## src/core/opld_pkg.sv

```systemverilog
// package: constants, types and helpers for the output phase-loss detector
package opld_pkg;

    // clock and control cycle
    localparam int CLK_PERIOD_NS  = 40;
    localparam int CTL_CYCLE_NS   = 40000;
    localparam int CTL_CYCLE_CLKS = (CTL_CYCLE_NS / CLK_PERIOD_NS) < 1 ? 1 : (CTL_CYCLE_NS / CLK_PERIOD_NS);

    // data widths
    localparam int SPD_W = 16;
    localparam int CUR_W = 16;

    // speed thresholds (r/min, mm/s, r/min)
    localparam logic [15:0] THR_ROTARY = 16'h0032;
    localparam logic [15:0] THR_LINEAR = 16'h0032;
    localparam logic [15:0] THR_DD     = 16'h0019;

    // register offsets
    localparam logic [7:0] OFS_CTRL   = 8'h00;
    localparam logic [7:0] OFS_STATUS = 8'h04;
    localparam logic [7:0] OFS_CLEAR  = 8'h08;
    localparam logic [7:0] OFS_LEVEL  = 8'h0c;

    // control fields
    localparam int CTRL_EN_BIT  = 0;
    localparam int CTRL_SRC_BIT = 1;
    localparam int CTRL_ML_BIT  = 2;
    localparam int CTRL_MT_LSB  = 4;
    localparam int CTRL_PER_LSB = 8;

    // status fields
    localparam int STAT_ALARM_BIT = 0;
    localparam int STAT_EVAL_BIT  = 1;
    localparam int STAT_MASK_LSB  = 4;
    localparam int STAT_SUB_LSB   = 8;
    localparam int STAT_CNT_LSB   = 16;

    // clear field
    localparam int CLR_ALARM_BIT = 0;

    // reset values
    localparam logic        EN_RST    = 1'b0;
    localparam logic        SRC_RST   = 1'b0;
    localparam logic        ML_RST    = 1'b0;
    localparam logic [1:0]  MT_RST    = 2'h0;
    localparam logic [7:0]  PER_RST   = 8'h08;
    localparam logic [15:0] LEVEL_RST = 16'h0040;

    // alarm sub-code for output phase loss
    localparam logic [3:0] SUBCODE_OUT_LOSS = 4'h2;

    typedef enum logic [1:0] {
        MT_ROTARY = 2'b00,
        MT_LINEAR = 2'b01,
        MT_DD     = 2'b10
    } opld_motor_type;

    typedef enum logic [1:0] {
        ST_IDLE  = 2'b00,
        ST_WATCH = 2'b01,
        ST_ALARM = 2'b10
    } opld_state_type;

    // magnitude of a signed value
    function automatic logic [15:0] opld_abs(input logic signed [15:0] v);
        opld_abs = v[15] ? 16'(-v) : 16'(v);
    endfunction

    // speed threshold per motor type
    function automatic logic [15:0] opld_threshold(input logic [1:0] mt);
        case (mt)
            MT_LINEAR: opld_threshold = THR_LINEAR;
            MT_DD:     opld_threshold = THR_DD;
            default:   opld_threshold = THR_ROTARY;
        endcase
    endfunction

endpackage

```

## src/core/opld_tick.sv

```systemverilog
// control cycle enable divider
`timescale 1ns/1ps
`default_nettype none
module opld_tick
    import opld_pkg::*;
#(
    parameter int DIV = CTL_CYCLE_CLKS
) (
    // clock and reset
    input  wire logic pclk,
    input  wire logic presetn,
    // enable pulse
    output logic      tick
);

    localparam int CW = (DIV > 1) ? $clog2(DIV) : 1;
    localparam logic [CW-1:0] LAST = CW'(DIV - 1);

    logic [CW-1:0] cnt;
    logic [CW-1:0] next_cnt;
    logic          next_tick;

    always_comb begin
        next_tick = (cnt == LAST);
        next_cnt  = next_tick ? '0 : cnt + 1'b1;
    end

    always_ff @(posedge pclk or negedge presetn) begin
        if (!presetn) begin
            cnt  <= '0;
            tick <= 1'b0;
        end else begin
            cnt  <= next_cnt;
            tick <= next_tick;
        end
    end

endmodule
`default_nettype wire

```

## src/core/opld_phase_judge.sv

```systemverilog
// per-phase open judgement from output current magnitude
`timescale 1ns/1ps
`default_nettype none
module opld_phase_judge
    import opld_pkg::*;
(
    // clock and reset
    input  wire logic             pclk,
    input  wire logic             presetn,
    // phase currents
    input  wire logic [CUR_W-1:0] current_u,
    input  wire logic [CUR_W-1:0] current_v,
    input  wire logic [CUR_W-1:0] current_w,
    input  wire logic [15:0]      open_level,
    // judgement
    output logic [2:0]            open_mask,
    output logic                  single_open
);

    logic [CUR_W-1:0] cur [3];
    logic [2:0]       next_mask;
    logic             next_single;

    assign cur[0] = current_u;
    assign cur[1] = current_v;
    assign cur[2] = current_w;

    genvar g;
    generate
        for (g = 0; g < 3; g++) begin : g_ph
            assign next_mask[g] = opld_abs(cur[g]) < open_level;
        end
    endgenerate

    // exactly one phase open, two or three not flagged
    always_comb begin
        next_single = (^next_mask) & ~(&next_mask); // [RQ6]
    end

    always_ff @(posedge pclk or negedge presetn) begin
        if (!presetn) begin
            open_mask   <= 3'h0;
            single_open <= 1'b0;
        end else begin
            open_mask   <= next_mask;
            single_open <= next_single;
        end
    end

endmodule
`default_nettype wire

```

## src/core/opld_top.sv

```systemverilog
// output phase-loss detector with apb register file
`timescale 1ns/1ps
`default_nettype none
//Behaviour
// [RQ1] any other alarm or warning active suspends phase-loss detection
// [RQ2] motor-less operation selected means phase loss is never reported
// [RQ3] measured-speed source: evaluate only servo-on and speed at or above threshold
// [RQ4] command source: evaluate only servo-on and command at or above threshold
// [RQ5] no evaluation while brake interlock output is on
// [RQ6] detect only exactly one open phase of three
// [RQ7] enable setting, 0 disables and is reset default, 1 enables
// [RQ8] judgment source setting, 0 measured speed default, 1 speed command
// [RQ9] torque control with command source never raises the phase-loss sub-code
// [RQ10] detected open output phase raises the open-phase error alarm
// [RQ11] speed magnitude compared each control cycle, all gates in same cycle
module opld_top
    import opld_pkg::*;
#(
    parameter int TICK_DIV = CTL_CYCLE_CLKS
) (
    // clock and reset
    input  wire logic             pclk,
    input  wire logic             presetn,
    // apb slave
    input  wire logic             psel,
    input  wire logic             penable,
    input  wire logic             pwrite,
    input  wire logic [7:0]       paddr,
    input  wire logic [31:0]      pwdata,
    output logic [31:0]           prdata,
    output logic                  pready,
    output logic                  pslverr,
    // amplifier state
    input  wire logic             servo_on,
    input  wire logic             torque_mode,
    input  wire logic             other_alarm,
    input  wire logic             brake_interlock_out,
    input  wire logic [SPD_W-1:0] motor_speed,
    input  wire logic [SPD_W-1:0] speed_cmd,
    // output phase currents
    input  wire logic [CUR_W-1:0] current_u,
    input  wire logic [CUR_W-1:0] current_v,
    input  wire logic [CUR_W-1:0] current_w,
    // alarm
    output logic                  open_phase_error_alarm,
    output logic [3:0]            output_phase_loss_subcode,
    output logic                  eval_active
);

    // settings
    logic        phase_loss_enable;
    logic        judgment_source_select;
    logic        motorless_op_select;
    logic [1:0]  motor_kind;
    logic [7:0]  persist_cnt;
    logic [15:0] open_level;
    logic        next_phase_loss_enable;
    logic        next_judgment_source_select;
    logic        next_motorless_op_select;
    logic [1:0]  next_motor_kind;
    logic [7:0]  next_persist_cnt;
    logic [15:0] next_open_level;
    logic [31:0] next_prdata;

    // detector state
    opld_state_type state;
    opld_state_type next_state;
    logic [7:0]     run_cnt;
    logic [7:0]     next_run_cnt;
    logic           alarm;
    logic           next_alarm;
    logic [3:0]     subcode;
    logic [3:0]     next_subcode;
    logic           eval_q;
    logic           next_eval_q;

    // combinational helpers
    logic           tick;
    logic [2:0]     open_mask;
    logic           single_open;
    logic           wr_acc;
    logic           rd_setup;
    logic           clear_req;
    logic           addr_ok;
    logic [15:0]    sel_mag;
    logic           speed_ok;
    logic           gate;
    logic           fire;
    logic [7:0]     persist_lim;

    opld_tick #(
        .DIV (TICK_DIV)
    ) u_tick (
        .pclk    (pclk),
        .presetn (presetn),
        .tick    (tick)
    );

    opld_phase_judge u_judge (
        .pclk        (pclk),
        .presetn     (presetn),
        .current_u   (current_u),
        .current_v   (current_v),
        .current_w   (current_w),
        .open_level  (open_level),
        .open_mask   (open_mask),
        .single_open (single_open)
    );

    // apb decode
    always_comb begin
        addr_ok  = (paddr == OFS_CTRL) || (paddr == OFS_STATUS) ||
                   (paddr == OFS_CLEAR) || (paddr == OFS_LEVEL);
        wr_acc   = psel & penable & pwrite;
        rd_setup = psel & ~penable & ~pwrite;
        pready   = 1'b1;
        pslverr  = psel & penable & ~addr_ok;
    end

    // register writes and read data
    always_comb begin
        next_phase_loss_enable      = phase_loss_enable;
        next_judgment_source_select = judgment_source_select;
        next_motorless_op_select    = motorless_op_select;
        next_motor_kind             = motor_kind;
        next_persist_cnt            = persist_cnt;
        next_open_level             = open_level;
        clear_req                   = 1'b0;
        next_prdata                 = prdata;
        if (wr_acc) begin
            case (paddr)
                OFS_CTRL: begin
                    next_phase_loss_enable      = pwdata[CTRL_EN_BIT]; // [RQ7]
                    next_judgment_source_select = pwdata[CTRL_SRC_BIT]; // [RQ8]
                    next_motorless_op_select    = pwdata[CTRL_ML_BIT];
                    next_motor_kind             = pwdata[CTRL_MT_LSB +: 2];
                    next_persist_cnt            = pwdata[CTRL_PER_LSB +: 8];
                end
                OFS_CLEAR: begin
                    clear_req = pwdata[CLR_ALARM_BIT];
                end
                OFS_LEVEL: begin
                    next_open_level = pwdata[15:0];
                end
                default: begin
                    next_open_level = open_level;
                end
            endcase
        end
        if (rd_setup) begin
            next_prdata = 32'h0000_0000;
            case (paddr)
                OFS_CTRL: begin
                    next_prdata[CTRL_EN_BIT]       = phase_loss_enable;
                    next_prdata[CTRL_SRC_BIT]      = judgment_source_select;
                    next_prdata[CTRL_ML_BIT]       = motorless_op_select;
                    next_prdata[CTRL_MT_LSB +: 2]  = motor_kind;
                    next_prdata[CTRL_PER_LSB +: 8] = persist_cnt;
                end
                OFS_STATUS: begin
                    next_prdata[STAT_ALARM_BIT]    = alarm;
                    next_prdata[STAT_EVAL_BIT]     = eval_q;
                    next_prdata[STAT_MASK_LSB +: 3] = open_mask;
                    next_prdata[STAT_SUB_LSB +: 4]  = subcode;
                    next_prdata[STAT_CNT_LSB +: 8]  = run_cnt;
                end
                OFS_LEVEL: begin
                    next_prdata[15:0] = open_level;
                end
                default: begin
                    next_prdata = 32'h0000_0000;
                end
            endcase
        end
    end

    always_ff @(posedge pclk or negedge presetn) begin
        if (!presetn) begin
            phase_loss_enable      <= EN_RST; // [RQ7]
            judgment_source_select <= SRC_RST; // [RQ8]
            motorless_op_select    <= ML_RST;
            motor_kind             <= MT_RST;
            persist_cnt            <= PER_RST;
            open_level             <= LEVEL_RST;
            prdata                 <= 32'h0000_0000;
        end else begin
            phase_loss_enable      <= next_phase_loss_enable;
            judgment_source_select <= next_judgment_source_select;
            motorless_op_select    <= next_motorless_op_select;
            motor_kind             <= next_motor_kind;
            persist_cnt            <= next_persist_cnt;
            open_level             <= next_open_level;
            prdata                 <= next_prdata;
        end
    end

    // evaluation gate, all terms in one cycle
    always_comb begin
        sel_mag  = judgment_source_select ? opld_abs(speed_cmd) : opld_abs(motor_speed); // [RQ11]
        speed_ok = sel_mag >= opld_threshold(motor_kind); // [RQ3] [RQ4]
        gate     = phase_loss_enable
                 & ~motorless_op_select // [RQ2]
                 & ~other_alarm // [RQ1]
                 & ~brake_interlock_out // [RQ5]
                 & ~(torque_mode & judgment_source_select) // [RQ9]
                 & servo_on // [RQ3] [RQ4]
                 & speed_ok; // [RQ11]
        persist_lim = (persist_cnt == 8'h00) ? 8'h01 : persist_cnt;
        fire        = tick & gate & single_open & (run_cnt + 8'h01 >= persist_lim); // [RQ6]
    end

    // detector sequence
    always_comb begin
        next_state   = state;
        next_run_cnt = run_cnt;
        next_alarm   = alarm;
        next_subcode = subcode;
        next_eval_q  = eval_q;
        if (tick) begin
            next_eval_q = gate;
        end
        case (state)
            ST_IDLE: begin
                next_run_cnt = 8'h00;
                if (fire) begin
                    next_state   = ST_ALARM;
                    next_alarm   = 1'b1; // [RQ10]
                    next_subcode = SUBCODE_OUT_LOSS;
                end else if (tick & gate & single_open) begin
                    next_state   = ST_WATCH;
                    next_run_cnt = 8'h01;
                end
            end
            ST_WATCH: begin
                if (fire) begin
                    next_state   = ST_ALARM;
                    next_alarm   = 1'b1; // [RQ10]
                    next_subcode = SUBCODE_OUT_LOSS;
                    next_run_cnt = 8'h00;
                end else if (tick & ~(gate & single_open)) begin
                    next_state   = ST_IDLE; // [RQ11]
                    next_run_cnt = 8'h00;
                end else if (tick) begin
                    next_run_cnt = run_cnt + 8'h01;
                end
            end
            ST_ALARM: begin
                next_run_cnt = 8'h00;
                if (clear_req) begin
                    next_state   = ST_IDLE;
                    next_alarm   = 1'b0;
                    next_subcode = 4'h0;
                end
            end
            default: begin
                next_state   = ST_IDLE;
                next_run_cnt = 8'h00;
                next_alarm   = 1'b0;
                next_subcode = 4'h0;
            end
        endcase
    end

    always_ff @(posedge pclk or negedge presetn) begin
        if (!presetn) begin
            state   <= ST_IDLE;
            run_cnt <= 8'h00;
            alarm   <= 1'b0;
            subcode <= 4'h0;
            eval_q  <= 1'b0;
        end else begin
            state   <= next_state;
            run_cnt <= next_run_cnt;
            alarm   <= next_alarm;
            subcode <= next_subcode;
            eval_q  <= next_eval_q;
        end
    end

    // outputs
    assign open_phase_error_alarm    = alarm;
    assign output_phase_loss_subcode = subcode;
    assign eval_active               = eval_q;

endmodule
`default_nettype wire

```

## config.mk

```make
export PLATFORM = sky130hd
export DESIGN_NAME = opld_top
export DESIGN_NICKNAME = d
export VERILOG_FILES = /design/src/core/opld_pkg.sv /design/src/core/opld_tick.sv /design/src/core/opld_phase_judge.sv /design/src/core/opld_top.sv
export SDC_FILE = /design/constraint.sdc
export NUM_CORES = 1
export LEC_CHECK = 0
export BUFFER_PORTS_ARGS = -buffer_cell sky130_fd_sc_hd__buf_2
export CELL_PAD_IN_SITES_DETAIL_PLACEMENT = 1
export CELL_PAD_IN_SITES_GLOBAL_PLACEMENT = 2
export CORE_UTILIZATION = 29
export CTS_CLUSTER_DIAMETER = 60
export DETAILED_ROUTE_END_ITERATION = 6
export PLACE_DENSITY = 0.8
export SETUP_SLACK_MARGIN = 0.05
export SYNTH_ARGS = -nofsm -noshare
export SYNTH_HDL_FRONTEND = slang
export SYNTH_SLANG_ARGS = --single-unit
```

## constraint.sdc

```tcl
create_clock -name pclk -period 2.53 [get_ports pclk]
set_input_delay 0 -clock pclk [delete_from_list [all_inputs] [get_ports pclk]]
set_output_delay 0 -clock pclk [all_outputs]
set_load 0.03 [all_outputs]
```

==> flow_metrics.py <==
metrics = {
    "outcome": {
        "status": "complete, but fails checks",
        "failed_checks": "DRC, setup timing",
    },
    "worst_hold_path": {
        "hold_path_class": "input port to register",
        "worstHoldPathCells": 4,
    },
    "logic_synthesis": {
        "ys_seq_area_share_pct": 30.5,
        "yosysWarnings": 0,
        "postSynthAreaPerCell_sq_um": 8.81,
        "ys_seq_elements": 80,
        "yosysTopAreaCell": "dfrtp_1",
        "yosysTopAreaCellShare_pct": 29.7,
        "synth_xor_area_share_pct": 8.00,
        "synthesis.instances": 745,
        "synthTopCellsByArea": "dfrtp_1, ha_1, xnor2_1",
        "async_flop_share_pct": 100,
        "yosys.area_share.adder_pct": 12.4,
        "synth_edf_count": 0,
        "synth_compound_area_share_pct": 20.2,
        "synthSimpleGateAreaFrac_pct": 18.5,
        "syn-cell-area_sq_mm": 0.00657,
        "synthMuxAreaShare_pct": 4.57,
        "synth_top_family_by_area": "compound AO/OA/AOI/OAI gates",
        "synth.distinct_cells": 70,
        "synth_flop_cell": "dfrtp_1",
    },
    "routing": {
        "drtIter0Drc": 178,
        "wl_mm": 20.1,
        "ant_nets": 0,
        "wl_per_cell_um": 15.7,
        "viasPerCell": 4.95,
        "drcViolationCount": 7,
        "vias": 6319,
        "dr.pass1.iters": 6,
    },
    "critical_path": {
        "r2r_cells": 12,
        "cp-end-kind": "register",
        "path_class": "register to register",
        "startpoint_type": "register",
        "cp.arrival_ns": 2.87,
        "worstPathRequired_ns": 2.75,
        "crit_path_max_fanout": 4,
    },
    "cts": {
        "path_clk_slew_ns": 0.06,
        "numCtsBuffers": 9,
        "clockRootBuffer": "clkbuf_16",
        "worstSkewPairLatency_ns": 0.34,
        "cts_tree": "yes",
        "clock_path_buffers": 2,
        "cts.sink_count": 80,
        "cts_max_level": 3,
    },
    "placed_design": {
        "dpl.cell_count": 1236,
        "dpl.hpwl_mm": 16.2,
        "port_buffers": 140,
        "gp_congestion": 0.815,
    },
    "power": {
        "power_density_mw_per_mm2": 387,
        "ir_drop_mv": 0.276,
        "leakage_nw": 4.35,
    },
    "sta": {
        "finalCritPeriodShare_pct": 105,
        "hold_viol_final": 0,
        "clock_skew_ns": 0.00777,
        "fmax_ghz": 0.378,
        "setup_ws_ns": -0.119,
        "fin_crit_ns": 2.65,
        "finalSetupViolations": 1,
        "slew_headroom_pct": 31.9,
        "drv_slew": 0,
        "tightest_slew_ns": 1.02,
        "rsz0062_at_grt": "true",
    },
    "finish": {
        "fin_util_pct": 40.9,
        "fin_nets": 1185,
        "fillers": 2659,
        "diodes": 0,
        "area_growth_pct": 37.2,
        "drive_gt1_share_pct": 33.2,
        "instances_no_fill": 1276,
        "final_common_cell": "buf_2",
        "final_cell_mix": "buf_2, buf_4, dfrtp_1",
    },
    "global_routing": {
        "grt_pass1_wl_mm": 32.7,
        "antenna_found_initial": 1,
        "grt.total_usage_pct": 17.3,
        "gr-total-overflow": 0,
        "grt_max_degree": 81,
        "grt_pass1_vias": 6574,
    },
    "floorplanning": {
        "num_rows": 54,
        "core_sq_mm": 0.0220,
        "die_y_um": 152,
        "pin_count": 169,
        "fp.dieArea_sq_mm": 0.0232,
        "initial_utilization_pct": 29.8,
        "fp.dieW_um": 152,
    },
    "flow_run": {
        "max_cap_viol_count": 0,
    },
}
==> stage by stage <==
stage	TNS, ns	hold slack (ns)	worst slack, ns	area [sq um]	total power, W
finish	-0.119	0.0812	-0.119	9010	0.00349
global route	-0.279	0.0970	-0.223	9010	0.00365
CTS	-0.0738	0.0694	-0.0738	8840	0.00351
detailed placement	-1.25	0.214	-0.610	8220	0.00203
global placement	-0.590	0.206	-0.457	8220	0.00201
floorplan	-0.206	-0.296	-0.206	6630	0.00170
==> cell type report <==
| type | count | area, sq um | share of cell area [%] |
|---|---|---|---|
| inverters | 49 | 186 | 2.07 |
| clock inverters | 3 | 65.1 | 0.722 |
| clock buffers | 13 | 260 | 2.89 |
| repair buffers | 259 | 1650 | 18.3 |
| multi-input cells | 592 | 4500 | 49.9 |
| well taps | 280 | 350 | 3.89 |
| flip-flops and latches | 80 | 2000 | 22.2 |
==> power by group <==
group	internal (W)	switching, W	total [W]
combinational	0.000355	0.000410	0.000765
clock	0.000917	0.000501	0.00142
sequential	0.00129	0.00000907	0.00130
total	0.00256	0.000920	0.00349
==> routing by layer <==
layer / track usage (%) / share of wire (%)
met1: 22.0 / 46
met2: 31.1 / 50
met3: 2.05 / 3.1
met4: 4.04 / 0.89
met5: 0 / 0
==> what timing repair did <==
item / in CTS / in global routing
endpoints found under the setup margin: 11 / 11
hold buffers: 17 / 0
gates resized for setup: 25 / 26
gates cloned: 0 / 0
buffers inserted: 3 / 4
pin swaps: 18 / 17
hold endpoints to repair: 107 / 0
==> kinds of logic (layout without fill, tap and decap cells) <==
group / count (synthesis) / in the layout
flops: 80 / 80
other cells: 2 / 12
buf+inv: 83 / 324
mux: 28 / 28
fa+ha+maj: 65 / 65
compound gates: 193 / 193
simple gates: 234 / 234
xor+xnor: 60 / 60
==> cell usage after synthesis (13+ instances only) <==
cell type,number
a21oi_1,21
a22o_1,17
buf_4,13
clkbuf_1,18
dfrtp_1,78
ha_1,65
inv_1,49
mux2_2,16
nand2_1,74
nand2b_1,24
nand3_1,17
nor2_1,43
nor3_1,15
o21ai_0,63
o31ai_1,18
xnor2_1,50
==> registers in the layout (all words and copies together) (netlist names) <==
name / count
u_judge.open_mask: 3
judgment_source_select: 1
state: 2
prdata: 24
motorless_op_select: 1
run_cnt: 8
open_level: 16
motor_kind: 2
u_tick.cnt: 10
eval_active: 1
output_phase_loss_subcode: 1
persist_cnt: 8
u_judge.single_open: 1
u_tick.tick: 1
phase_loss_enable: 1
==> critical path: stages, from the launching register on <==
cell and delay [ns]:
dfrtp_1 0.38, inv_4 0.08, ha_4 0.25, a21boi_2 0.16, o21ai_1 0.09, a21boi_1 0.15
o21ai_1 0.09, a211oi_2 0.24, o221ai_2 0.13, a221o_1 0.37, ha_1 0.30, nor2_1 0.04
mux2_2 0.26
==> worst paths after layout <==
kind                               start  slack [ns]                   to
min reg2reg                u_tick.cnt[0]        0.46        u_tick.cnt[0]
max                        open_level[1]       -0.12  u_judge.single_open
min in group asynchronous        presetn        0.39            prdata[5]
max reg2reg                open_level[1]       -0.12  u_judge.single_open
min                             servo_on        0.08          eval_active
max in group asynchronous        presetn        1.48           prdata[13]
Power figures use the tool's default switching activity.
